## src/rtl/rgen_pkg.sv

```systemverilog
// constants, field layouts and carrier types of the power-good reset generator
// assumes a 100 MHz core clock and a simple runtime-register access port
// Functional notes
// - power-good output only pulled low, never high
// - three supply trip monitors always act as sources
// - control bit 1 adds over-temperature trip source
// - control bit 0 set removes watchdog as source
// - strap picks pulse width, 200 or 500 msec
// - strap sampled when pci or main reset deasserts
// - control register at 1dh, resets 00h, 7:3 reserved
// - host reaches watchdog enable; enabled watchdog drives output
// - kick bit is control bit 2, cleared by main reset
// - watchdog counter cleared while main reset asserted
// - counter starts after main reset and kick rise
// - each kick rise reloads 1.6 seconds, counts down
// - expiry without kick gives a 100 msec pulse
// - after expiry watchdog idles until next kick rise
// - kick falling edge leaves the counter running
package rgen_pkg;

  // register map
  localparam logic [7:0] RGEN_CTRL_OFFSET = 8'h1d;
  localparam logic [7:0] RGEN_CTRL_RESET = 8'h00;
  localparam int RGEN_CTRL_W = 3; // implemented low bits, rest read zero

  // control register field positions
  localparam int RGEN_BIT_WDOG_DIS = 0;
  localparam int RGEN_BIT_THERM_EN = 1;
  localparam int RGEN_BIT_KICK = 2;

  // clock and documented times
  localparam int RGEN_CLK_KHZ = 100000;
  localparam int RGEN_WDOG_TIME_MS = 1600; // 1.6 seconds
  localparam int RGEN_PW_SHORT_MS = 200;
  localparam int RGEN_PW_LONG_MS = 500;
  localparam int RGEN_WDOG_PULSE_MS = 100;

  // derived cycle counts
  localparam int RGEN_WDOG_CYCLES = RGEN_WDOG_TIME_MS * RGEN_CLK_KHZ;
  localparam int RGEN_PW_SHORT_CYCLES = RGEN_PW_SHORT_MS * RGEN_CLK_KHZ;
  localparam int RGEN_PW_LONG_CYCLES = RGEN_PW_LONG_MS * RGEN_CLK_KHZ;
  localparam int RGEN_WDOG_PULSE_CYCLES = RGEN_WDOG_PULSE_MS * RGEN_CLK_KHZ;
  localparam int RGEN_CNT_W = 28;

  // synchroniser bundle layout and its value during reset
  localparam int RGEN_SYNC_W = 7;
  localparam logic [6:0] RGEN_SYNC_RESET = 7'h09; // therm_n, strap high

  // runtime-register access request
  typedef struct packed {
    logic [7:0] addr;
    logic wr;
    logic rd;
    logic [7:0] wdata;
  } rgen_reg_req_s;

  // asynchronous pin inputs as one bundle
  typedef struct packed {
    logic v33_trip;
    logic v33_stby_trip;
    logic v5_trip;
    logic over_temp_trip_n;
    logic main_supply_por_n;
    logic pci_reset_n;
    logic pulse_width_strap;
  } rgen_pins_s;

endpackage

```

## src/rtl/rgen_timer.sv

```systemverilog
// reloadable down-counter used for the watchdog and the pulse stretchers
// assumes clear and load come from logic on the same clock
`timescale 1ns/1ps
module rgen_timer
  import rgen_pkg::*;
#(
  parameter int W = RGEN_CNT_W
) (
  // clock and reset
  input wire logic clk,
  input wire logic reset,
  // control
  input wire logic clear,
  input wire logic load,
  input wire logic [W-1:0] load_value,
  // state
  output logic running,
  output logic expired,
  output logic [W-1:0] count
);

  logic [W-1:0] count_reg;
  logic [W-1:0] count_next;
  logic expired_reg;
  wire last_tick = (count_reg == W'(1));

  // clear beats load, load beats the countdown
  assign count_next = clear ? '0 : load ? load_value :
                      (count_reg != '0) ? count_reg - W'(1) : count_reg;

  // counter and one-cycle expiry pulse; reaching zero is the cleared state
  always_ff @(posedge clk) begin
    if (reset) begin
      count_reg <= '0;
      expired_reg <= 1'b0;
    end else begin
      count_reg <= count_next;
      expired_reg <= last_tick && !load && !clear;
    end
  end

  assign running = (count_reg != '0);
  assign expired = expired_reg;
  assign count = count_reg;

endmodule

```

## src/rtl/rgen_top.sv

```systemverilog
// power-good reset generator: fault sources, reset watchdog, pulse stretcher
// assumes pin inputs are asynchronous and the register port is on clk
`timescale 1ns/1ps
module rgen_top
  import rgen_pkg::*;
#(
  parameter int WDOG_CYCLES = RGEN_WDOG_CYCLES,
  parameter int PW_SHORT_CYCLES = RGEN_PW_SHORT_CYCLES,
  parameter int PW_LONG_CYCLES = RGEN_PW_LONG_CYCLES,
  parameter int WDOG_PULSE_CYCLES = RGEN_WDOG_PULSE_CYCLES
) (
  // clock and reset
  input wire logic clk,
  input wire logic reset,
  // asynchronous pins
  input wire rgen_pins_s pins,
  // runtime register port
  input wire rgen_reg_req_s reg_req,
  output logic [7:0] reg_rdata,
  // open-drain power-good pin
  output logic power_good_out_o,
  output logic power_good_out_oe_n
);

  ////////////////////////////////////////////////////////////////////////////
  // pin synchronisers

  logic [RGEN_SYNC_W-1:0] sync1_reg; // first stage, read only by sync2_reg
  logic [RGEN_SYNC_W-1:0] sync2_reg;
  rgen_pins_s pin_s;

  // two flops before anything looks at a pin
  always_ff @(posedge clk) begin
    if (reset) begin
      sync1_reg <= RGEN_SYNC_RESET;
      sync2_reg <= RGEN_SYNC_RESET;
    end else begin
      sync1_reg <= pins;
      sync2_reg <= sync1_reg;
    end
  end
  assign pin_s = sync2_reg;

  // delayed copies for release-edge detection
  logic por_n_d_reg;
  logic pci_n_d_reg;
  always_ff @(posedge clk) begin
    if (reset) begin
      por_n_d_reg <= 1'b0;
      pci_n_d_reg <= 1'b0;
    end else begin
      por_n_d_reg <= pin_s.main_supply_por_n;
      pci_n_d_reg <= pin_s.pci_reset_n;
    end
  end
  wire por_active = !pin_s.main_supply_por_n;
  wire por_release = pin_s.main_supply_por_n && !por_n_d_reg;
  wire pci_release = pin_s.pci_reset_n && !pci_n_d_reg;

  ////////////////////////////////////////////////////////////////////////////
  // strap capture

  logic strap_reg; // 1 selects the short width
  logic strap_next;
  assign strap_next = (por_release || pci_release) ? pin_s.pulse_width_strap : strap_reg;

  // taken after the release, never under the reset itself
  always_ff @(posedge clk) begin
    if (reset) begin
      strap_reg <= 1'b1;
    end else begin
      strap_reg <= strap_next;
    end
  end

  ////////////////////////////////////////////////////////////////////////////
  // control register

  logic [RGEN_CTRL_W-1:0] ctrl_reg;
  logic [RGEN_CTRL_W-1:0] ctrl_next;
  logic [7:0] rdata_reg;
  logic [7:0] rdata_next;
  wire ctrl_hit = (reg_req.addr == RGEN_CTRL_OFFSET);
  wire ctrl_wr = reg_req.wr && ctrl_hit;
  wire [RGEN_CTRL_W-1:0] ctrl_wr_val = reg_req.wdata[RGEN_CTRL_W-1:0];

  // kick rise: a write taking bit 2 from 0 to 1 outside main reset
  wire kick_rise = ctrl_wr && ctrl_wr_val[RGEN_BIT_KICK] && !ctrl_reg[RGEN_BIT_KICK]
                   && !por_active;

  // main reset wins over a host write on the kick bit
  assign ctrl_next = {ctrl_wr ? ctrl_wr_val[RGEN_BIT_KICK] && !por_active :
                        ctrl_reg[RGEN_BIT_KICK] && !por_active,
                      ctrl_wr ? ctrl_wr_val[RGEN_BIT_THERM_EN:0] : ctrl_reg[RGEN_BIT_THERM_EN:0]};

  // reserved bits and unmapped offsets read as zero
  assign rdata_next = (reg_req.rd && ctrl_hit) ? {5'h00, ctrl_reg} : 8'h00;

  // register and registered read data
  always_ff @(posedge clk) begin
    if (reset) begin
      ctrl_reg <= RGEN_CTRL_RESET[RGEN_CTRL_W-1:0];
      rdata_reg <= 8'h00;
    end else begin
      ctrl_reg <= ctrl_next;
      rdata_reg <= rdata_next;
    end
  end
  assign reg_rdata = rdata_reg;

  ////////////////////////////////////////////////////////////////////////////
  // reset watchdog and its timeout pulse

  logic wdog_running;
  logic wdog_expired;
  logic [RGEN_CNT_W-1:0] wdog_count;
  logic wpulse_running;
  logic [RGEN_CNT_W-1:0] wpulse_count;

  // held cleared in main reset, reloaded on kick rise only; a falling
  // kick is simply not an input here, so the count runs on
  rgen_timer #(.W(RGEN_CNT_W)) u_wdog (
    .clk(clk),
    .reset(reset),
    .clear(por_active),
    .load(kick_rise),
    .load_value(RGEN_CNT_W'(WDOG_CYCLES)),
    .running(wdog_running),
    .expired(wdog_expired),
    .count(wdog_count)
  );

  // expiry starts the timeout pulse; the watchdog then idles at zero
  rgen_timer #(.W(RGEN_CNT_W)) u_wpulse (
    .clk(clk),
    .reset(reset),
    .clear(1'b0),
    .load(wdog_expired),
    .load_value(RGEN_CNT_W'(WDOG_PULSE_CYCLES)),
    .running(wpulse_running),
    .expired(),
    .count(wpulse_count)
  );
  wire wdog_timeout_n = !wpulse_running;

  ////////////////////////////////////////////////////////////////////////////
  // fault sources and output stretcher

  wire supply_fault = pin_s.v33_trip || pin_s.v33_stby_trip || pin_s.v5_trip || por_active;
  wire therm_fault = ctrl_reg[RGEN_BIT_THERM_EN] && !pin_s.over_temp_trip_n;
  wire wdog_fault = !ctrl_reg[RGEN_BIT_WDOG_DIS] && !wdog_timeout_n;
  wire any_fault = supply_fault || therm_fault || wdog_fault;

  logic stretch_running;
  logic [RGEN_CNT_W-1:0] stretch_count;
  // width follows the strap value being taken this cycle, so a release edge counts at once
  wire [RGEN_CNT_W-1:0] width_cycles = strap_next ? RGEN_CNT_W'(PW_SHORT_CYCLES) :
                                                    RGEN_CNT_W'(PW_LONG_CYCLES);
  // the last fault cycle comes one edge before its release is seen; restart a running
  // pulse on that release so it takes the freshly sampled width
  wire stretch_load = any_fault || (stretch_running && (por_release || pci_release));

  // reloaded every fault cycle, so the width counts from the last one
  rgen_timer #(.W(RGEN_CNT_W)) u_stretch (
    .clk(clk),
    .reset(reset),
    .clear(1'b0),
    .load(stretch_load),
    .load_value(width_cycles),
    .running(stretch_running),
    .expired(),
    .count(stretch_count)
  );

  // drive low while faulted or stretching; the data level is always low
  logic pg_oe_n_reg;
  logic pg_data_reg;
  always_ff @(posedge clk) begin
    if (reset) begin
      pg_oe_n_reg <= 1'b0;
      pg_data_reg <= 1'b0;
    end else begin
      pg_oe_n_reg <= !(any_fault || stretch_running);
      pg_data_reg <= 1'b0;
    end
  end
  assign power_good_out_oe_n = pg_oe_n_reg;
  assign power_good_out_o = pg_data_reg;
endmodule

```

## config.mk

```make
export PLATFORM = sky130hd
export DESIGN_NAME = rgen_top
export DESIGN_NICKNAME = d
export VERILOG_FILES = /design/src/rtl/rgen_pkg.sv /design/src/rtl/rgen_timer.sv /design/src/rtl/rgen_top.sv
export SDC_FILE = /design/constraint.sdc
export NUM_CORES = 1
export LEC_CHECK = 0
export BUFFER_PORTS_ARGS = -buffer_cell sky130_fd_sc_hd__buf_2
export CELL_PAD_IN_SITES_DETAIL_PLACEMENT = 1
export CELL_PAD_IN_SITES_GLOBAL_PLACEMENT = 1
export CORE_MARGIN = 2
export CORE_UTILIZATION = 46
export CTS_CLUSTER_SIZE = 28
export DETAILED_ROUTE_END_ITERATION = 16
export PLACE_DENSITY = 0.85
export SYNTH_ARGS = -nofsm -noshare
export SYNTH_HDL_FRONTEND = slang
export SYNTH_SLANG_ARGS = --single-unit
```

## constraint.sdc

```tcl
create_clock -name clk -period 2.9 [get_ports clk]
set_clock_uncertainty 0.05 [all_clocks]
set_input_delay 0.435 -clock clk [delete_from_list [all_inputs] [get_ports clk]]
set_output_delay 0.435 -clock clk [all_outputs]
set_load 0.05 [all_outputs]
```

Word level (Yosys, flattened, before mapping)
Index checks and enable logic that the tools add are counted.
Widths: inputs -> output; s select.

operators by class
  shifts and indexed selects = 0
  add/subtract/negate cells = 3
  bitwise operators = 2
  mux-type cells = 9
  reductions and logical operators = 40
  equal/unequal tests = 2
  div/mod/pow operators = 0
  order comparisons = 0
  multipliers = 0

operators with widths
  kind                   count
  $mux 28                4
  $reduce_bool 28->1     3
  $sub 28x1->28 const B  3
  $mux 24                2
  $eq 28x1->1 const B    1
  $mux 26                1
  $logic_and 1x1->1      14
  $eq 8x5->1 const B     1
  $logic_not 1->1        8
  $logic_or 1x1->1       8
  $reduce_bool 2->1      3
  $reduce_or 2->1        3
  $reduce_or 3->1        1
  $mux 1                 2
  $not 1->1              2

storage, ports and cells
  latch bits = 0
  memories kept = 0
  register bits after elaboration = 114
  output and inout port bits = 10
  bits of input ports = 27
  memory bits (read-only) = 0
  logic and storage cells = 72
  bits in writable memories = 0

Longest topological paths before layout
Gate-level depths: netlist of run 1.

  depth after elaboration = 8
  depth in mapped cells = 9
  mapped depth without buffers = 8

Modules after synthesis
A second synthesis of run 1 with hierarchy kept.

second synthesis, totals
  cell total of the unflattened synthesis = 686
  area, all modules = 5,784.3 sq um

by module, submodules not included
  module                      seq. area each (sq um)  times used  cells an instance  area an instance (sq um)
  rgen_timer (u_stretch ...)  580.6                   2           203                1,639.1
  rgen_timer (u_wpulse)       580.6                   1           198                1,635.3
  rgen_top                    480.5                   1           82                 870.8

Worst setup path before layout of run 1
OpenSTA, ideal clock, no wires.

  kind = reg2reg
  start point = register u_wpulse.count_reg[12] (netlist: u_wpulse.count[12])
  end point = register u_stretch.count_reg[21] (netlist: u_stretch.count[21])
  required time = 2.735 ns
  arrival time = 2.176 ns
  slack = 0.560 ns
  cell stages (with the launch flop) = 7
  period minus slack after synthesis = 2.340 ns
  library setup time = 0.115 ns
  buffers on the path = 0
  cell sequence = dfxtp_1 or4_1 nor3_4 a31oi_4 or3_4 o21a_1 o21a_1

between the ends
  word-level cells in the longest chain between the ends = 5
  elaborated cells between the ends (all ways) = 6

ends and longest elaborated chain
  item                                                 RTL line          RTL
  start: declaration                                   rgen_timer.sv:22  logic [W-1:0] count_reg;
  start signal: assignment                             rgen_timer.sv:37  count_reg <= count_next;
  $reduce_bool 28->1 (*)                               rgen_timer.sv:42  assign running = (count_reg != '0);
  $logic_and 1x1->1 (*)                                rgen_top.sv:151   wire wdog_fault = !ctrl_reg[RGEN_BIT_WDOG_DIS] && !wdog_timeout_n;
  $logic_or 1x1->1 (*)                                 rgen_top.sv:152   wire any_fault = supply_fault || therm_fault || wdog_fault;
  $logic_or 1x1->1 (*)                                 rgen_top.sv:161   wire stretch_load = any_fault || (stretch_running && (por_release || pci_release));
  $mux 28 / $reduce_bool 2->1 (equally long branches)  n/a
  end signal: assignment                               rgen_timer.sv:37
  end: declaration                                     rgen_timer.sv:22

Mark *: on every way between the ends. The rest lies on a longest branch, timed or not.
A chain may end at the register's enable or synchronous reset.

Final worst setup path of run 1
  start point = register u_stretch.count_reg[2] (netlist: u_stretch.count[2])
  end point = register u_stretch.count_reg[20] (netlist: u_stretch.count[20])

between the ends
  word-level cells in the longest chain between the ends = 4
  elaborated cells between the ends (all ways) = 7

ends and longest elaborated chain
  item
  parallel branches: the longest is 4 deep, another holds $sub 28x1->28

Parallel ways; which one is timed is not known. The select of a mux whose other input is x is not followed.

==> results of run 1 <==
-- critical path, cell delays in order (launching register included) --
cell and delay [ns]:
dfxtp_1 0.37, or4_1 0.65, nor4_1 0.63, and2_1 0.29, nor2b_1 0.18, o21ai_0 0.09, a221oi_1 0.39
-- per-stage QoR --
step / setup WS [ns] / util (%) / hold slack [ns]
after floorplan: 0.5598 / - / 0.3395
after global placement: 0.3678 / 49.67 / 0.3461
after detailed placement: 0.1964 / 49.67 / 0.3475
after CTS: 0.1666 / 51.36 / 0.1566
after global routing: 0.09721 / 51.36 / 0.1589
final: 0.1360 / 51.36 / 0.1743
-- cells by family (layout without fill, tap and decap cells) --
group                    count (synthesis)  after routing  share of synthesized area, %
AO/OA/AOI/OAI                           71             71                         9.905
XOR/XNOR                                70             70                         12.20
adder cells (fa/ha/maj)                  7              7                         1.742
buffers and inverters                   36             68                         3.236
flip-flops                             109            109                         43.40
multiplexers                             4              4                        0.7964
other                                    1              6                       0.07459
AND/OR/NAND/NOR                        261            261                         28.65
-- Yosys cell counts, types with 6 or more instances --
cell type  instances
a21oi_1           35
and2_1             7
buf_4              6
clkbuf_1          13
dfxtp_1          109
ha_1               7
inv_1             13
nand2_1           31
nand2b_1           6
nand3_1           17
nand4b_1           7
nor2_1            82
nor2b_1           12
nor3_1            17
nor4_1            22
or2_2             10
or3_1              6
or4_1             11
xnor2_1           28
xor2_1            42
-- routing by layer --
metal  up-vias  wire, um  GRT usage [%]
met5         -         0              0
met4         0       220          5.769
met3        20       361          5.184
met2        62      6355          39.96
met1      1981      5526          27.58
li1       1989         -              -
-- worst max-delay path by stage --
| stage | start | end | slack [ns] | cells past startpoint |
|---|---|---|---|---|
| floorplan | u_wpulse.count[12]$_SDFFE_PP0P_ | u_stretch.count[21]$_SDFFE_PP0P_ | 0.56 | 6 |
| global placement | reg_req[11] | u_wdog.expired$_SDFF_PP0_ | 0.37 | 8 |
| detailed placement | u_stretch.count[2]$_SDFFE_PP0P_ | u_stretch.count[20]$_SDFFE_PP0P_ | 0.20 | 6 |
| CTS | u_stretch.count[2]$_SDFFE_PP0P_ | u_stretch.count[20]$_SDFFE_PP0P_ | 0.17 | 6 |
| finish | u_stretch.count[2]$_SDFFE_PP0P_ | u_stretch.count[20]$_SDFFE_PP0P_ | 0.14 | 6 |
| global route | u_stretch.count[2]$_SDFFE_PP0P_ | u_stretch.count[20]$_SDFFE_PP0P_ | 0.1 | 6 |
-- final cells by class --
type,count,area [um^2]
Fill cell,1304,5226
Multi-Input combinational cell,419,2701
Sequential cell,109,2182
Timing Repair Buffer,39,230.2
Tap cell,140,175.2
Clock buffer,10,127.6
Clock inverter,6,53.80
Inverter,13,48.80
==> results.toml, run 1 <==
[run_status]
outcome = "finished, final reports clean"

[yosys]
synth.distinct_cells = 60
synth_flop_cell = "dfxtp_1"
yosysSeqAreaShare_pct = 43.40
synth_seq_cells = 109
synth_async_sr_flop_share_pct = 0
syn-cell-area_mm2 = 0.005027
yosys.area.top_type_share_pct = 43.40
synth.area.top_cells = "dfxtp_1, xor2_1, nor2_1, xnor2_1, a21oi_1"
synth_edf_count = 0
yosysWarnings = 0
syn_area_per_cell_um2 = 8.993
synth_top_area_cell = "dfxtp_1"
synthCells = 559

[critical_path]
timing.critical_path.fanout_max = 5
cp-end-kind = "flop"
worstPathArrival_ns = 2.99
cp_data_required_time_ns = 3.13
cp-start-kind = "flop"
path_class = "reg2reg"
r2r-start = "u_stretch.count[2]$_SDFFE_PP0P_"
reg2reg_depth = 6
r2r_slack_ns = 0.14
reg2reg_to = "u_stretch.count[20]$_SDFFE_PP0P_"

[sta]
slew_viol_final = 0
hold_viol = 0
max_freq_mhz = 361.8
layout_min_cycle_time_ns = 2.764
tightest_slew_ns = 0.6945
maxSlewHeadroom_pct = 53.39
period_share_pct = 95.31
setup-violations-final = 0
rsz0062_at_grt = "no"
tns_ns = 0

[clock_tree]
ctsRootBufferMaster = "clkbuf_8"
cts_tree = "done"
cts_sinks = 109
post_cts_resized = 0
ctsHoldBuffers = 0
insertion_delay_ns = 0.40
cts_max_level = 3
cts_setup_buffers = 0
cts_buffers = 9
clockBufferDepth = 2
cts.clk_slew.worst_paths_ns = 0.11

[floorplan]
initial_utilization_pct = 46.79
die_height_um = 108.5
io_pins = 37
fp.dieW_um = 108.5
die_area_mm2 = 0.01178
core_mm2 = 0.01075
num_rows = 38

[routing]
drc_errors = 0
first_pass_iters = 4
vias_per_cell = 5.505
vias = 4052
antenna_left = 0
wire_per_inst_um = 16.93
wl_mm = 12.46
drt_iter0_markers = 187

[layout]
drive_above_1_share_pct = 14.77
fin_cells = 736
layout_commonest_cell = "dfxtp_1"
layout.nets = 625
final_area_mm2 = 0.005519
area_growth_pct = 9.781
n_antenna_cell = 0
layout_common_cells = "dfxtp_1, nor2_1, xor2_1"

[min_path]
hold_end = "sync1_reg[3]$_SDFF_PP1_"
hold_path_class = "in2reg"
holdPathStages = 2
min-delay-start = "pins[3]"

[place]
hpwlAfterDp_mm = 9.148
post-place-cells = 720
placed_area_mm2 = 0.005338
place.gp.congestion = 0.8024
portBuffers = 25

[global_route]
antenna_found_initial = 0
grt_pass1_wl_mm = 20.69
grt_pass1_vias = 4152
grt_start_max_net_pins = 22
overflow = 0
grt_usage_pct = 22.59

[run]
cap_violations = 0
Power of run 1 is left out: the tool's default activity adds up to more than one toggle a clock period on the data nets, which glitch-free logic cannot reach.
==> run 2, diff against run 1 <==
--- a/config.mk
+++ b/config.mk
@@ -9,10 +9,11 @@
 export CELL_PAD_IN_SITES_DETAIL_PLACEMENT = 1
 export CELL_PAD_IN_SITES_GLOBAL_PLACEMENT = 1
 export CORE_MARGIN = 2
-export CORE_UTILIZATION = 46
+export CORE_UTILIZATION = 48
+export CTS_BUF_LIST = sky130_fd_sc_hd__clkbuf_8
 export CTS_CLUSTER_SIZE = 28
 export DETAILED_ROUTE_END_ITERATION = 16
-export PLACE_DENSITY = 0.85
+export PLACE_DENSITY = 0.88
 export SYNTH_ARGS = -nofsm -noshare
 export SYNTH_HDL_FRONTEND = slang
 export SYNTH_SLANG_ARGS = --single-unit
==> run 2 against run 1 <==
Global-route usage down 0.35 points. Wire length down 4.3%. Non-clock buffer count up 2. Die area down 4.0%. Flip-flop and latch count unchanged. Register-to-register slack better by 0.16 ns. Critical path depth up 1. Core utilization up 3.1 points. Critical path type unchanged. Critical endpoint is now u_wpulse.count[15]$_SDFFE_PP0P_. Highest routed layer unchanged.
==> results.toml, run 2 (same netlist as run 1, synthesis figures left out) <==
[run_status]
outcome = "finished, final reports clean"

[critical_path]
cp-start-kind = "flop"
path_class = "reg2reg"
cp_data_required_time_ns = 3.10
cp_slowest_cell = "or4_1"
reg2reg_depth = 7
timing.critical_path.fanout_max = 9
reg2reg_to = "u_wpulse.count[15]$_SDFFE_PP0P_"
cp-endpoint = "u_wpulse.count[15]$_SDFFE_PP0P_"
cp-end-kind = "flop"
r2r_slack_ns = 0.30
critPathMaxStageDelay_ns = 0.59
worstPathArrival_ns = 2.80
startpoint = "u_wpulse.count[2]$_SDFFE_PP0P_"
worstPathCellList = "or4_1 -> or2_0 -> a2111oi_4 -> buf_4 -> nand2b_1 -> o21ai_0 -> a31oi_1"
r2r-start = "u_wpulse.count[2]$_SDFFE_PP0P_"

[clock_tree]
insertion_delay_ns = 0.39
cts_tree = "done"
cts_sinks = 109
ctsHoldBuffers = 0
cts_setup_buffers = 0
cts_max_level = 3
cts.clk_slew.worst_paths_ns = 0.10
cts_buffers = 9
ctsRootBufferMaster = "clkbuf_8"
clockBufferDepth = 2

[min_path]
hold_path_class = "in2reg"

[sta]
slew_viol_final = 0
tightest_slew_ns = 0.6985
setup-violations-final = 0
period_share_pct = 89.74
layout_min_cycle_time_ns = 2.602
tns_ns = 0
hold_viol = 0
maxSlewHeadroom_pct = 53.12
max_freq_mhz = 384.3
setup_slack_ns = 0.2975
rsz0062_at_grt = "no"

[global_route]
met2_usage_pct = 40.84
grt_pass1_wl_mm = 20.36
antenna_found_initial = 0
met1_usage_pct = 26.25
busiest_layer = "met2"
grt_pass1_vias = 4253
overflow = 0
grt_usage_pct = 22.23
grt_start_max_net_pins = 27
use_met3_pct = 3.985

[run]
cap_violations = 0

[routing]
wire_per_inst_um = 16.25
first_pass_iters = 4
drt_iter0_markers = 123
vias = 4064
wl_mm = 11.93
drc_errors = 0
vias_per_cell = 5.537
antenna_left = 0

[floorplan]
core_mm2 = 0.01023
num_rows = 37
fp.dieW_um = 106.3
io_pins = 37
initial_utilization_pct = 49.14
die_height_um = 106.3
die_area_mm2 = 0.01131

[place]
portBuffers = 25
preCtsSetupSlack_ns = 0.3292
place.gp.congestion = 0.8284
hpwlAfterDp_mm = 8.514

[layout]
area_growth_pct = 10.93
layout_common_cells = "dfxtp_1, nor2_1, xor2_1"
layout_commonest_cell = "dfxtp_1"
drive_above_1_share_pct = 15.22
n_antenna_cell = 0
layout.nets = 627
## run 2: changes by cell type in the layout (fill, tap and decap cells not counted), sizes merged
cell / before / now
clkinvlp: 0 / 2
inv: 17 / 15
clkinv: 2 / 0
clkbuf: 10 / 11
bufinv: 0 / 1
buf: 39 / 41
## run 2: layout make-up
cell class / instances / area, um^2
clock buffer: 11 / 151.4
sequential: 109 / 2182
inverter: 13 / 48.80
timing repair buffer: 41 / 245.2
clock inverter: 5 / 65.06
fill: 1202 / 4654
multi-input combinational: 419 / 2714
tap: 136 / 170.2
## run 2: worst min path at each step
stage	startpoint	end	slack, ns	cells after the start
5_1_grt	pins[3]	sync1_reg[3]$_SDFF_PP1_	0.17	2
2_1_floorplan	sync1_reg[0]$_SDFF_PP1_	pin_s[0]$_SDFF_PP1_	0.34	1
4_1_cts	pins[3]	sync1_reg[3]$_SDFF_PP1_	0.17	2
6_report	pins[3]	sync1_reg[3]$_SDFF_PP1_	0.18	2
3_5_place_dp	sync1_reg[3]$_SDFF_PP1_	pin_s[3]$_SDFF_PP1_	0.35	1
3_3_place_gp	sync1_reg[3]$_SDFF_PP1_	pin_s[3]$_SDFF_PP1_	0.35	1
## run 2: what timing repair did
item / CTS / global route
hold endpoints to repair: 0 / 0
setup endpoints to repair: 0 / 1
resized for setup: 0 / 1
## run 2: worst max-delay path, delay by kind of cell (launching register included)
family	cells	cell delay, ns
and+or+nand+nor	3	1.13
buffers and inverters	1	0.25
AOI/OAI and AO/OA	3	0.66
DFF	1	0.36
## run 2: through the flow
stage                     instance area [um^2]  util [%]  std cells  hold WS [ns]
after CTS                                 5564     54.38        734        0.1670
after global placement                    5348     52.27        718        0.3531
after detailed placement                  5348     52.27        718        0.3469
after floorplan                           5046         -        564        0.3395
after global routing                      5577     54.51        734        0.1684
final                                     5577     54.51        734        0.1833
## run 2: per-layer routing
layer	up-vias	routed length, um
li1	2001	-
met1	2002	5194
met2	42	6307
met3	19	243
met4	0	184
met5	-	0
Power of run 2 is left out for the same reason.
